**config.mk**
```make
export PLATFORM = sky130hd
export DESIGN_NAME = adc_result_sequencing
export DESIGN_NICKNAME = d
export VERILOG_FILES = /design/src/logic/adc_result_sequencing.v /design/src/logic/result_buffer_mem.v
export VERILOG_INCLUDE_DIRS = /design/src /design/src/logic
export SDC_FILE = /design/constraint.sdc
export NUM_CORES = 1
export LEC_CHECK = 0
export BUFFER_PORTS_ARGS = -buffer_cell sky130_fd_sc_hd__buf_4
export CORE_ASPECT_RATIO = 1.1
export CORE_MARGIN = 2
export CORE_UTILIZATION = 45
export DETAILED_ROUTE_END_ITERATION = 8
export GPL_ROUTABILITY_DRIVEN = 0
export SLEW_MARGIN = 20
export SYNTH_ARGS = -nofsm -noshare
export SYNTH_HDL_FRONTEND = slang
export SYNTH_SLANG_ARGS = --single-unit
```
**constraint.sdc**
```tcl
create_clock -name sys_clk_in -period 9.5 [get_ports sys_clk_in]
set_input_delay 1.425 -clock sys_clk_in [delete_from_list [all_inputs] [get_ports sys_clk_in]]
set_output_delay 1.425 -clock sys_clk_in [all_outputs]
set_load 0.01 [all_outputs]
```
**src/logic/adc_seq_defines.vh**
```
// Function
// - The samples_per_interrupt field sets after how many completed conversions the interrupt flag rises and an enabled interrupt is raised.
// - With channel_scan_enable set, the scan list restarts from its first entry at the samples_per_interrupt point.
// - With dma_mode_enable clear, the result write pointer returns to the first buffer at the samples_per_interrupt point.
// - With dma_mode_enable set, the DMA address pointer advances after each 32nd completed conversion.
// - With dma_mode_enable set, every result is written only into the first result buffer.
// - With dma_mode_enable clear, sixteen result buffers hold conversion results.
// - Without DMA, results fill consecutive buffers in completion order whatever channel produced them.
// - The conversion-done flag clears at a conversion start or a software write of the done-clear bit and sets at completion, staying set until then.
// - With the second op amp enabled, analog inputs zero to two are taken over and unusable as converter inputs.
`ifndef ADC_SEQ_DEFINES_VH
`define ADC_SEQ_DEFINES_VH
`define OFS_CTRL 12'h000
`define OFS_SCAN_SEL 12'h004
`define OFS_STATUS 12'h008
`define OFS_INT_MASK 12'h00C
`define OFS_POINTERS 12'h010
`define OFS_DMA_ADDR 12'h014
`define OFS_BUF_BASE 12'h040
`define OFS_BUF_LAST 12'h07C
`define CTRL_SMPI_LSB 0
`define CTRL_SCAN_EN 4
`define CTRL_DMA_EN 5
`define CTRL_OPAMP2_EN 6
`define CTRL_SAMPLE 7
`define CTRL_DONE_CLR 8
`define ST_SMPI_EVENT 0
`define ST_DONE_EVENT 1
`define ST_DMA_EVENT 2
`define CTRL_RESET 9'h000
`define DMA_STEP_COUNT 6'h20
`define RESULT_W 12
`define NUM_BUFS 16
`endif

```
**src/logic/adc_result_sequencing.v**
```verilog
// The register addresses and the APB slave port were chosen for this implementation.
`include "adc_seq_defines.vh"
`default_nettype none
module adc_result_sequencing (
    input wire sys_clk_in, // 125 MHz clock
    input wire rst_in, // Async reset, active high
    input wire clk_en_in, // Freezes state when low
    input wire psel_in, // APB select
    input wire penable_in, // APB enable
    input wire pwrite_in, // APB direction
    input wire [11:0] paddr_in, // APB byte address
    input wire [31:0] pwdata_in, // APB write data
    output wire pready_out, // APB ready
    output reg [31:0] prdata_out, // APB read data
    output wire pslverr_out, // APB error
    input wire conv_start_in, // Core: conversion starts
    input wire conv_done_in, // Core: conversion complete
    input wire [11:0] conv_result_in, // Core: result with done
    input wire [4:0] scan_channel_in, // Core: channel just converted
    output reg [4:0] scan_index_out, // Next scan list entry
    output reg scan_restart_out, // Scan list restarted pulse
    output wire sample_control_out, // Manual sample request
    output wire opamp2_enable_out, // Second op amp on
    output wire [15:0] analog_input_avail_out, // Inputs usable by converter
    output reg done_flag_out, // Conversion-done flag
    output reg dma_req_out, // Result ready for DMA pulse
    output reg [15:0] dma_addr_out, // DMA address pointer
    output wire irq_out // Level interrupt
);
    reg [8:0] ctrl;
    reg [31:0] scan_sel;
    reg [2:0] status;
    reg [2:0] int_mask;
    reg [3:0] buf_ptr;
    reg [3:0] smpi_cnt;
    reg [5:0] dma_cnt;
    reg [11:0] first_result_buffer;
    reg rd_pending;
    wire [11:0] mem_rd_data;

    wire [3:0] samples_per_interrupt = ctrl[`CTRL_SMPI_LSB +: 4];
    wire channel_scan_enable = ctrl[`CTRL_SCAN_EN];
    wire dma_mode_enable = ctrl[`CTRL_DMA_EN];

    wire apb_setup = psel_in & ~penable_in;
    wire apb_access = psel_in & penable_in;
    wire apb_wr = apb_access & pwrite_in;
    wire is_buf = (paddr_in >= `OFS_BUF_BASE) && (paddr_in <= `OFS_BUF_LAST);
    wire [3:0] buf_rd_idx = paddr_in[5:2];

    function reg_hit;
        input [11:0] addr;
        input [11:0] ofs;
        begin
            reg_hit = (addr == ofs);
        end
    endfunction

    function mapped;
        input [11:0] addr;
        begin
            mapped = reg_hit(addr, `OFS_CTRL) | reg_hit(addr, `OFS_SCAN_SEL)
                | reg_hit(addr, `OFS_STATUS) | reg_hit(addr, `OFS_INT_MASK)
                | reg_hit(addr, `OFS_POINTERS) | reg_hit(addr, `OFS_DMA_ADDR)
                | ((addr >= `OFS_BUF_BASE) && (addr <= `OFS_BUF_LAST) && (addr[1:0] == 2'b00));
        end
    endfunction

    // Buffer reads wait one cycle for the registered memory output
    // Memory output is loaded at the setup edge, so it stands in the first access cycle
    wire buf_wait = is_buf & apb_access & ~rd_pending;
    assign pready_out = ~(is_buf & apb_access & ~rd_pending);
    assign pslverr_out = apb_access & pready_out & ~mapped(paddr_in);

    // Next scan entry: lowest selected channel above the current one
    function [4:0] next_sel;
        input [31:0] sel;
        input [4:0] cur;
        integer i;
        reg found;
        begin
            next_sel = cur;
            found = 1'b0;
            for (i = 31; i >= 0; i = i - 1) begin
                if (sel[i] && (i > cur)) begin
                    next_sel = i[4:0];
                    found = 1'b1;
                end
            end
            if (!found) begin
                next_sel = first_sel(sel);
            end
        end
    endfunction

    function [4:0] first_sel;
        input [31:0] sel;
        integer i;
        begin
            first_sel = 5'h00;
            for (i = 31; i >= 0; i = i - 1) begin
                if (sel[i]) begin
                    first_sel = i[4:0];
                end
            end
        end
    endfunction

    wire smpi_hit = (smpi_cnt == samples_per_interrupt);
    wire dma_step = dma_mode_enable && (dma_cnt == (`DMA_STEP_COUNT - 6'h01));

    // Write to the memory only outside DMA mode; DMA mode uses one register
    result_buffer_mem u_mem (
        .sys_clk_in(sys_clk_in),
        .clk_en_in(clk_en_in),
        .wr_en_in(conv_done_in & ~dma_mode_enable),
        .wr_addr_in(buf_ptr),
        .wr_data_in(conv_result_in),
        .rd_addr_in(buf_rd_idx),
        .rd_data_out(mem_rd_data)
    );

    always @(posedge sys_clk_in or posedge rst_in) begin
        if (rst_in) begin
            rd_pending <= 1'b0;
        end else if (clk_en_in) begin
            rd_pending <= is_buf & apb_access & ~rd_pending;
        end
    end

    always @(posedge sys_clk_in or posedge rst_in) begin
        if (rst_in) begin
            ctrl <= `CTRL_RESET;
            scan_sel <= 32'h0000_0000;
            int_mask <= 3'h0;
        end else if (clk_en_in) begin
            if (apb_wr && reg_hit(paddr_in, `OFS_CTRL)) begin
                ctrl <= pwdata_in[8:0];
            end
            if (apb_wr && reg_hit(paddr_in, `OFS_SCAN_SEL)) begin
                scan_sel <= pwdata_in;
            end
            if (apb_wr && reg_hit(paddr_in, `OFS_INT_MASK)) begin
                int_mask <= pwdata_in[2:0];
            end
        end
    end

    // Counting, pointers and flags
    always @(posedge sys_clk_in or posedge rst_in) begin
        if (rst_in) begin
            buf_ptr <= 4'h0;
            smpi_cnt <= 4'h0;
            dma_cnt <= 6'h00;
            dma_addr_out <= 16'h0000;
            first_result_buffer <= 12'h000;
            scan_index_out <= 5'h00;
            scan_restart_out <= 1'b0;
            done_flag_out <= 1'b0;
            dma_req_out <= 1'b0;
            status <= 3'h0;
        end else if (clk_en_in) begin
            scan_restart_out <= 1'b0;
            dma_req_out <= 1'b0;
            // Software clear of done, as advised before manual sampling
            if (apb_wr && reg_hit(paddr_in, `OFS_CTRL) && pwdata_in[`CTRL_DONE_CLR]) begin
                done_flag_out <= 1'b0;
            end
            if (conv_start_in) begin
                done_flag_out <= 1'b0;
            end
            if (apb_wr && reg_hit(paddr_in, `OFS_STATUS)) begin
                status <= status & ~pwdata_in[2:0];
            end
            if (conv_done_in) begin
                done_flag_out <= 1'b1;
                status[`ST_DONE_EVENT] <= 1'b1;
                if (smpi_hit) begin
                    smpi_cnt <= 4'h0;
                    status[`ST_SMPI_EVENT] <= 1'b1;
                end else begin
                    smpi_cnt <= smpi_cnt + 4'h1;
                end
                if (dma_mode_enable) begin
                    first_result_buffer <= conv_result_in;
                    buf_ptr <= 4'h0;
                    dma_req_out <= 1'b1;
                    dma_cnt <= dma_step ? 6'h00 : dma_cnt + 6'h01;
                    if (dma_step) begin
                        dma_addr_out <= dma_addr_out + 16'h0001;
                        status[`ST_DMA_EVENT] <= 1'b1;
                    end
                end else begin
                    buf_ptr <= smpi_hit ? 4'h0 : buf_ptr + 4'h1;
                end
                if (channel_scan_enable) begin
                    if (smpi_hit) begin
                        scan_index_out <= first_sel(scan_sel);
                        scan_restart_out <= 1'b1;
                    end else begin
                        scan_index_out <= next_sel(scan_sel, scan_channel_in);
                    end
                end
            end
        end
    end

    assign irq_out = |(status & int_mask);
    assign sample_control_out = ctrl[`CTRL_SAMPLE];
    assign opamp2_enable_out = ctrl[`CTRL_OPAMP2_EN];
    // Op amp 2 owns inputs 0..2 while enabled
    assign analog_input_avail_out = opamp2_enable_out ? 16'hFFF8 : 16'hFFFF;

    always @(posedge sys_clk_in or posedge rst_in) begin
        if (rst_in) begin
            prdata_out <= 32'h0000_0000;
        end else if (clk_en_in && (apb_setup | buf_wait)) begin
            // Load in the wait cycle so the word stands when pready is high
            if (buf_wait) begin
                prdata_out <= (dma_mode_enable && buf_rd_idx == 4'h0)
                    ? {20'h00000, first_result_buffer} : {20'h00000, mem_rd_data};
            end else if (reg_hit(paddr_in, `OFS_CTRL)) begin
                prdata_out <= {23'h000000, done_flag_out, ctrl[7:0]};
            end else if (reg_hit(paddr_in, `OFS_SCAN_SEL)) begin
                prdata_out <= scan_sel;
            end else if (reg_hit(paddr_in, `OFS_STATUS)) begin
                prdata_out <= {29'h00000000, status};
            end else if (reg_hit(paddr_in, `OFS_INT_MASK)) begin
                prdata_out <= {29'h00000000, int_mask};
            end else if (reg_hit(paddr_in, `OFS_POINTERS)) begin
                prdata_out <= {18'h00000, dma_cnt, smpi_cnt, buf_ptr};
            end else if (reg_hit(paddr_in, `OFS_DMA_ADDR)) begin
                prdata_out <= {16'h0000, dma_addr_out};
            end else begin
                prdata_out <= 32'h0000_0000;
            end
        end
    end
endmodule // adc_result_sequencing
`default_nettype wire

```
**src/logic/result_buffer_mem.v**
```verilog
`default_nettype none
module result_buffer_mem (
    input wire sys_clk_in, // Clock
    input wire clk_en_in, // Clock enable
    input wire wr_en_in, // Write strobe
    input wire [3:0] wr_addr_in, // Write index
    input wire [11:0] wr_data_in, // Write data
    input wire [3:0] rd_addr_in, // Read index
    output reg [11:0] rd_data_out // Registered read data
);
    reg [11:0] mem [0:15];
    always @(posedge sys_clk_in) begin
        if (clk_en_in) begin
            if (wr_en_in) begin
                mem[wr_addr_in] <= wr_data_in;
            end
            rd_data_out <= mem[rd_addr_in];
        end
    end
endmodule // result_buffer_mem
`default_nettype wire
```
Word-level counts from Yosys, hierarchy flattened
Memories as Yosys holds them, arrays and structs flattened. A register that Yosys moved wholly into a read port is not among the register bits.
Cells that the tools add are included.
{ "op_classes": {"n_eq_ne": 7, "n_reduce_logical": 56, "muxes": 129, "n_lt_le_gt_ge": 33, "bitwise": 23, "add_sub_neg": 4} }
{ "ops": {"columns": ["operator", "count"], "rows": [
  ["$mux W5", 65],
  ["$mux W32", 3],
  ["$gt A5 B5 Y1 const A", 16],
  ["$mux W16", 4],
  ["$mux W1", 49],
  ["$logic_and A1 B1 Y1", 41],
  ["$gt A4 B5 Y1 const A", 8],
  ["$eq A12 B4 Y1 const B", 2],
  ["$eq A12 B5 Y1 const B", 2],
  ["$gt A3 B5 Y1 const A", 4],
  ["$add A16 B1 Y16 const B", 1],
  ["$eq A12 B3 Y1 const B", 1],
  ["$ge A12 B7 Y1 const B", 1],
  ["$le A12 B7 Y1 const B", 1],
  ["$logic_not A12 Y1", 1],
  ["$mux W12", 1],
  ["$mux W4", 3],
  ["$reduce_and A2 Y1", 6],
  ["$gt A2 B5 Y1 const A", 2],
  ["$mux W3", 3],
  ["$add A4 B1 Y4 const B", 2],
  ["$and A1 B1 Y1", 8],
  ["$or A1 B1 Y1", 7],
  ["$add A6 B1 Y6 const B", 1],
  ["other kinds (14)", 20]
]} }
{ "totals": {"reg_bits": 129, "elab_cells": 269, "output_inout_bits": 77, "ram_bits": 192, "n_memories": 1} }
{ "mem_list": {"columns": ["memory", "depth", "width", "read_ports", "rd_clocked_by_memory_dff", "write_ports", "line", "text"], "rows": [
  ["u_mem.mem", 16, 12, 1, 1, 1, "result_buffer_mem.v:11", "reg [11:0] mem [0:15];"]
]} }

Logic depth before layout (Yosys ltp)
Gate-level depths: netlist (run 1).
{ "depth": {"depth_word": 39, "ltp_mapped": 11} }

By module
Synthesis (run 1) repeated with hierarchy kept, for this count alone.
{ "unflattened": {"hier_cells": 1111, "area_unflattened_um2": 15041.9} }
{ "by_module_without_submodules": {"columns": ["mod", "area_per_inst_um2", "instances", "seq_area_each_um2", "cells_each"], "rows": [
  ["result_buffer_mem", 7724.9, 1, 6125.9, 330],
  ["adc_result_sequencing", 7317.0, 1, 3228.1, 781]
]} }

Worst setup path before layout (run 1)
No wires, ideal clock.
{ "synth_path": {"path_type": "input port to output port", "startpoint": "input paddr_in[10]", "endpoint": "output pready_out", "n_path_buf": 2, "t_arrival_ns": 2.965, "setup_slack_ns": 5.110, "stages": 7, "required_time_ns": 8.075, "path_cell_list": "nor4_1 nand2b_1 nor4_1 and3_1 clkbuf_1 inv_1 clkbuf_1"} }
{ "synth_via": {"elab_chain_cells": 5, "elab_cells_between_ends": 6, "cone_classes": "order compare: 2; bitwise: 3; reduce/logical: 1"} }
{ "synth_rtl": {"columns": ["item", "line", "text"], "rows": [
  ["start, declared", "adc_result_sequencing.v:11", "input wire [11:0] paddr_in,"],
  ["$ge A12 B7 Y1 (no line) or $le A12 B7 Y1 (tied branches)", null, null],
  ["$logic_and A1 B1 Y1 (*)", "adc_result_sequencing.v:48", "wire is_buf = (paddr_in >= `OFS_BUF_BASE) && (paddr_in <= `OFS_BUF_LAST);"],
  ["$and A1 B1 Y1 (*) (2 in a row)", "adc_result_sequencing.v:72", "assign pready_out = ~(is_buf & apb_access & ~rd_pending);"],
  ["$not A1 Y1 (*)", "adc_result_sequencing.v:72", null],
  ["end, declared", "adc_result_sequencing.v:13", "output wire pready_out,"]
]} }
Every way passes the cells marked *; elsewhere a longest branch is shown, timed or not.

Worst setup path after layout (run 1)
Ends and elaborated chain as after synthesis.

==> reports/metrics.csv, run 1 <==
metric,value,unit
clock-sinks,333,
gr-total-overflow,0,
ant_nets,0,
cts_tree,yes,
yosys.area.top_type,edfxtp_1,
syn_to_final_growth,17.4,%
cts_buffers,36,
status,finished clean,
layout_min_cycle_time,5.30,ns
finalHoldViolCount,0,
layout.nets,1309,
hold_class,register to register,
postCtsSetupBuffers,0,
wire_per_inst,23.0,um
htreeDepth,2,
cp-start-kind,input port,
ys_types,77,
rsz0062_at_grt,false,
placed_cell_area,16400,um^2
pre_cts_ws,4.29,ns
cts_buffer_depth,3,
final_common_cell,edfxtp_1,
max_stage_delay,0.80,ns
ir_drop,0.158,mV
dr_total_vias,9885,
synth_xor_area_frac,0.0134,
clk_latency,0.53,ns
criticalPathCategory,input port to output port,
drive_above_1_share,0.277,
final_util,0.534,
cap_violations,0,
n_fill_cell,2841,
synthMuxAreaShare,0.136,
dr.pass1.iters,5,
grt_max_degree,71,
grt_pass1_vias,9785,
cts_hold_buf,0,
syn-instance-count,1117,
antennaDiodeCount,0,
worstMarginPinSlew,1.08,ns
tns,0,ns
power.leakage,6.84,nW
setup_violations,0,
cp_slowest_cell,nor4_1,
synth_edf_count,204,
arrival,3.88,ns
min_from,prdata_out[26]$_DFFE_PP0P_,
powerDensity,181,nW/um^2
holdPathEnd,prdata_out[26]$_DFFE_PP0P_,
die_h,196,um
fin_area,17700,um^2
fp-row-count,70,
synth_top_family_by_area,multiplexers,
finalClockSkew,0.0245,ns
final_max_slew_viol_count,0,
die_x,178,um
fmaxAchievable,189,MHz
crit_fanout,13,
cts_resized,0,
hpwl,26500,um
path_cells,buf_4 -> nor4_1 -> nand2b_1 -> nor4_1 -> and3_1 -> inv_1 -> buf_4,
synth_warnings,0,
r2r_end,scan_index_out[3]$_DFFE_PP0P_,
end_kind,output port,
r2r_slack,6.95,ns
timing.rr.start,scan_sel[26]$_DFFE_PP0P_,
cts_root_buf,clkbuf_16,
synth_compound_area_frac,0.0911,
drt-initial-drc-count,977,
ff2ff_path_depth,6,
holdPathStages,2,
die-area,34900,um^2
layout_common_cells,"edfxtp_1, buf_4, nand2_1, dfrtp_1, o21ai_0",
power,0.00320,W
io_pins,146,
synthArstFlopShare,0.387,
syn_avg_cell_area,13.5,um^2
finalWorstSetupSlack,4.20,ns
netlist.area_leader.share,0.407,
relSlewSlack,0.273,
syn-cell-area,15100,um^2
synthAdderAreaFrac,0.00582,
grt_pass1_wl,59000,um
viasPerCell,5.84,
ys_ff_latch,333,
yosysSeqAreaShare,0.621,
io_buffer_count,132,
clk_pin_slew,0.06,ns
core_area,33100,um^2
antenna_found_initial,0,
drc_errors,0,
worstPathRequired,8.08,ns
synthTopCellsByArea,"edfxtp_1, dfrtp_1, mux4_2, mux2_2, nand2_1",
ys.flop_type,edfxtp_1,
synth-simple-area-share,0.0996,
fin_crit_sh,0.558,
track_usage,0.226,
initial_core_util,0.455,
drt-total-wl,38900,um
## through the flow
| step | hold slack [ns] | std cells |
|---|---|---|
| floorplan | 0.461 | 1129 |
| global placement | 0.469 | 1627 |
| detailed placement | 0.475 | 1627 |
| CTS | 0.489 | 1692 |
| global route | 0.511 | 1692 |
| finish | 0.481 | 1692 |
## where the power goes
group	leakage, nW	total [W]	internal [W]	switching (W)
Sequential	3.59	0.00155	0.00155	0.00000440
Combinational	2.65	0.000154	0.0000610	0.0000928
Clock	0.604	0.00149	0.000908	0.000582
Total	6.84	0.00320	0.00252	0.000679
## worst max-delay path, delay by kind of cell
| kind | cells | cell delay (ns) |
|---|---|---|
| AND/OR/NAND/NOR | 4 | 1.83 |
| buffers and inverters | 3 | 0.62 |
## how the worst max path moves through the flow
stage / startpoint / end / slack [ns] / cells after the start
2_1_floorplan: rst_in / buf_ptr[0]$_DFFE_PP0P_ / 4.63 / 1
3_3_place_gp: paddr_in[10] / pready_out / 4.44 / 7
3_5_place_dp: paddr_in[10] / pready_out / 4.29 / 7
4_1_cts: paddr_in[10] / pready_out / 4.29 / 7
5_1_grt: paddr_in[10] / pready_out / 3.97 / 7
6_report: paddr_in[10] / pready_out / 4.20 / 7
## state kept, by name, summed over array words and instances, names as in the netlist
register and cells:
u_mem.mem 192, dma_req_out 1, done_flag_out 1, int_mask 3, scan_restart_out 1, scan_sel 32, dma_cnt 6, buf_ptr 4
ctrl 8, smpi_cnt 4, rd_pending 1, first_result_buffer 12, u_mem.rd_data_out 12, status 3, prdata_out 32, scan_index_out 5
dma_addr_out 16
## cell usage after synthesis (5+ instances only)
cell type	n
a211oi_1	5
buf_1	8
mux2i_1	5
nor2_1	52
nand2_1	138
xnor2_1	14
o21ai_0	76
nor4_1	10
o31ai_1	8
nor2b_1	9
clkbuf_1	43
xor2_1	9
nand2b_1	8
nand3_1	33
nor3_1	21
and3_1	7
buf_2	8
ha_1	7
mux2_2	53
a22oi_1	16
o21a_1	5
nand4_1	11
buf_4	18
mux4_2	62
a222oi_1	6
o22ai_1	8
edfxtp_1	204
dfrtp_1	129
a31oi_1	9
a21oi_1	29
o211ai_1	7
inv_1	26
## logic make-up (layout without fill, tap and decap cells)
kind of cell,Yosys count,in the layout
buf+inv,106,237
simple gates,317,317
xor+xnor,23,23
mux,120,120
compound gates,210,210
flops,333,333
other cells,1,13
fa+ha+maj,7,7
## area by class of cell
class	instances	area [um^2]	share of cell area
repair buffers	145	1090	0.0616
multi-input cells	690	5320	0.301
inverters	27	106	0.00602
clock inverters	18	303	0.0171
clock buffers	47	952	0.0539
flip-flops and latches	333	9350	0.529
well taps	432	541	0.0306
## metal layers
layer / up-vias / GRT usage / wire length (um)
met5: - / 0 / 0
met4: 0 / 0.104 / 1790
li1: 4463 / - / -
met3: 79 / 0.0343 / 2310
met1: 4987 / 0.292 / 15700
met2: 356 / 0.375 / 19200
Note: power is estimated with default switching activity, not from simulation.
==> run 2, diff against run 1 <==
--- a/config.mk
+++ b/config.mk
@@ -12,6 +12,7 @@
 export CORE_UTILIZATION = 45
 export DETAILED_ROUTE_END_ITERATION = 8
 export GPL_ROUTABILITY_DRIVEN = 0
+export PLACE_DENSITY = 0.66
 export SLEW_MARGIN = 20
 export SYNTH_ARGS = -nofsm -noshare
 export SYNTH_HDL_FRONTEND = slang
==> constraint.sdc (replaced) <==
create_clock -name sys_clk_in -period 4.57 [get_ports sys_clk_in]
set_input_delay 0.6855 -clock sys_clk_in [delete_from_list [all_inputs] [get_ports sys_clk_in]]
set_output_delay 0.6855 -clock sys_clk_in [all_outputs]
set_load 0.01 [all_outputs]
==> run 2 against run 1 <==
First-iteration DRC count rose by 0.82%. Clock power is 98% higher. Register-to-register slack worse by 5.0 ns. Final area grew 0.25%. Sequential share of layout area shrank 0.13 points. Worst hold slack got worse by 0.38 ns. Non-clock buffer count grew 7. Sequential cell count is the same. Global-route usage about the same. Clock skew shrank 0.0067 ns. Largest cell class unchanged. Highest routed layer unchanged.
==> reports/metrics.csv, run 2 (synthesized netlist as in run 1, its figures left out) <==
metric,value,unit
critPathBufInv,4,
rsz0062_at_grt,false,
seqPwrFrac,0.497,
finalHoldViolCount,0,
cp-start-kind,input port,
ir_drop,0.346,mV
cp_slowest_cell,and3_1,
comb_power_share,0.049,
clock-sinks,333,
grt_pass1_wl,59700,um
final_max_slew_viol_count,0,
setup_violations,0,
syn_to_final_growth,17.7,%
pwr-share-clk,0.453,
hold_class,input port to async pin,
drt-initial-drc-count,985,
netSwitchingFraction,0.223,
antenna_found_initial,3,
status,finished clean,
clk_latency,0.54,ns
drc_errors,0,
wire_per_inst,22.8,um
die-area,34900,um^2
end_kind,output port,
fin_crit_sh,0.731,
track_usage,0.226,
hpwl,26700,um
cts_buffers,37,
power.switching,0.00145,W
finalClockSkew,0.0178,ns
die_h,196,um
path_cells,buf_4 -> nor4_1 -> buf_4 -> nand2b_1 -> nor4_1 -> and3_1 -> inv_1 -> buf_4,
relSlewSlack,0.367,
critPathMostFrequentCell,buf_4,
arrival,2.66,ns
n_fill_cell,2737,
dr_total_vias,9986,
final_common_cell,edfxtp_1,
grt_max_degree,110,
tns,0,ns
layout.nets,1317,
drive_above_1_share,0.281,
io_buffer_count,132,
drt-total-wl,38800,um
layout_common_cells,"edfxtp_1, buf_4, nand2_1, dfrtp_1, o21ai_0",
powerDensity,367,nW/um^2
io_pins,146,
clk_pin_slew,0.06,ns
crit_family,simple AND/OR/NAND/NOR gates,
worstMarginPinSlew,0.943,ns
ant_nets,0,
place_inst,1633,
crit_fanout,13,
grt_pass1_vias,9933,
die_x,178,um
fmaxAchievable,299,MHz
cap_violations,0,
cts_buffer_depth,3,
r2r_slack,2.00,ns
fp-row-count,70,
dr.pass1.iters,9,
criticalPathCategory,input port to output port,
worstPathRequired,3.88,ns
top_register,u_mem.mem,
largest_reg_flops,192,
core_area,33100,um^2
htreeDepth,2,
cts_root_buf,clkbuf_16,
reg_top3,"u_mem.mem (192), prdata_out (32), scan_sel (32)",
gr-total-overflow,0,
final_cell_count_no_fill,1705,
layout_min_cycle_time,3.34,ns
postCtsSetupBuffers,0,
power.leakage,6.88,nW
max_stage_delay,0.37,ns
cts_resized,0,
initial_core_util,0.455,
viasPerCell,5.86,
power.internal,0.00505,W
cts_hold_buf,0,
cts_tree,yes,
[run 2: changes by cell type in the layout (fill, tap and decap cells not counted), sizes merged]
cell and change:
diode +3, clkinvlp +3, clkbuf -3, clkinv +9
bufinv -4, buf +7, inv -2
[run 2: area by class of cell]
type | count | area, um^2 | share of cell area
multi-input cells | 690 | 5310 | 0.300
clock buffers | 44 | 962 | 0.0543
clock inverters | 24 | 250 | 0.0141
inverters | 27 | 106 | 0.00600
diodes | 3 | 7.51 | 0.000424
repair buffers | 152 | 1190 | 0.0670
flip-flops and latches | 333 | 9350 | 0.528
well taps | 432 | 541 | 0.0305
[run 2: worst register-to-register path, cell delays in order (launching register included)]
cell and delay, ns:
dfrtp_1 0.51, o31a_1 0.35, or3_4 0.42, nor4_4 0.32, a31oi_2 0.21, or4b_1 0.56
a2bb2oi_2 0.15
[run 2: worst paths after layout]
path / start / end / cells after the start
worst max-delay path: paddr_in[10] / pready_out / 8
worst min-delay path: rst_in / scan_sel[9]$_DFFE_PP0P_ / 2
worst max register to register: scan_sel[26]$_DFFE_PP0P_ / scan_index_out[3]$_DFFE_PP0P_ / 6
worst min register to register: prdata_out[29]$_DFFE_PP0P_ / prdata_out[29]$_DFFE_PP0P_ / 2
max in group asynchronous: rst_in / first_result_buffer[2]$_DFFE_PP0P_ / 4
min in group sys_clk_in: pwdata_in[27] / scan_sel[27]$_DFFE_PP0P_ / 3
[run 2: through the flow]
stage | cell area, um^2 | setup WS, ns | hold WS [ns] | util | total power (W)
floorplan | 15100 | 0.444 | 0.461 | - | 0.00348
global placement | 16500 | 1.30 | 0.473 | 0.497 | 0.00361
detailed placement | 16500 | 1.26 | 0.472 | 0.497 | 0.00361
CTS | 17700 | 1.25 | 0.341 | 0.534 | 0.00656
global route | 17700 | 1.12 | 0.133 | 0.535 | 0.00672
finish | 17700 | 1.23 | 0.105 | 0.535 | 0.00650
[run 2: power by group through the flow]
stage	sequential [W]	clock, W	combinational (W)
2_1_floorplan	0.00329	0	0.000190
3_3_place_gp	0.00329	0	0.000317
3_5_place_dp	0.00329	0	0.000320
4_1_cts	0.00323	0.00300	0.000321
5_1_grt	0.00323	0.00314	0.000350
6_report	0.00323	0.00295	0.000322
[run 2: per-layer routing]
metal  wire length, um  track usage  vias up
li1                  -            -     4470
met1             15300        0.291     5028
met2             19300        0.380      410
met3              2890       0.0446       78
met4              1330       0.0831        0
met5                 0            0        -
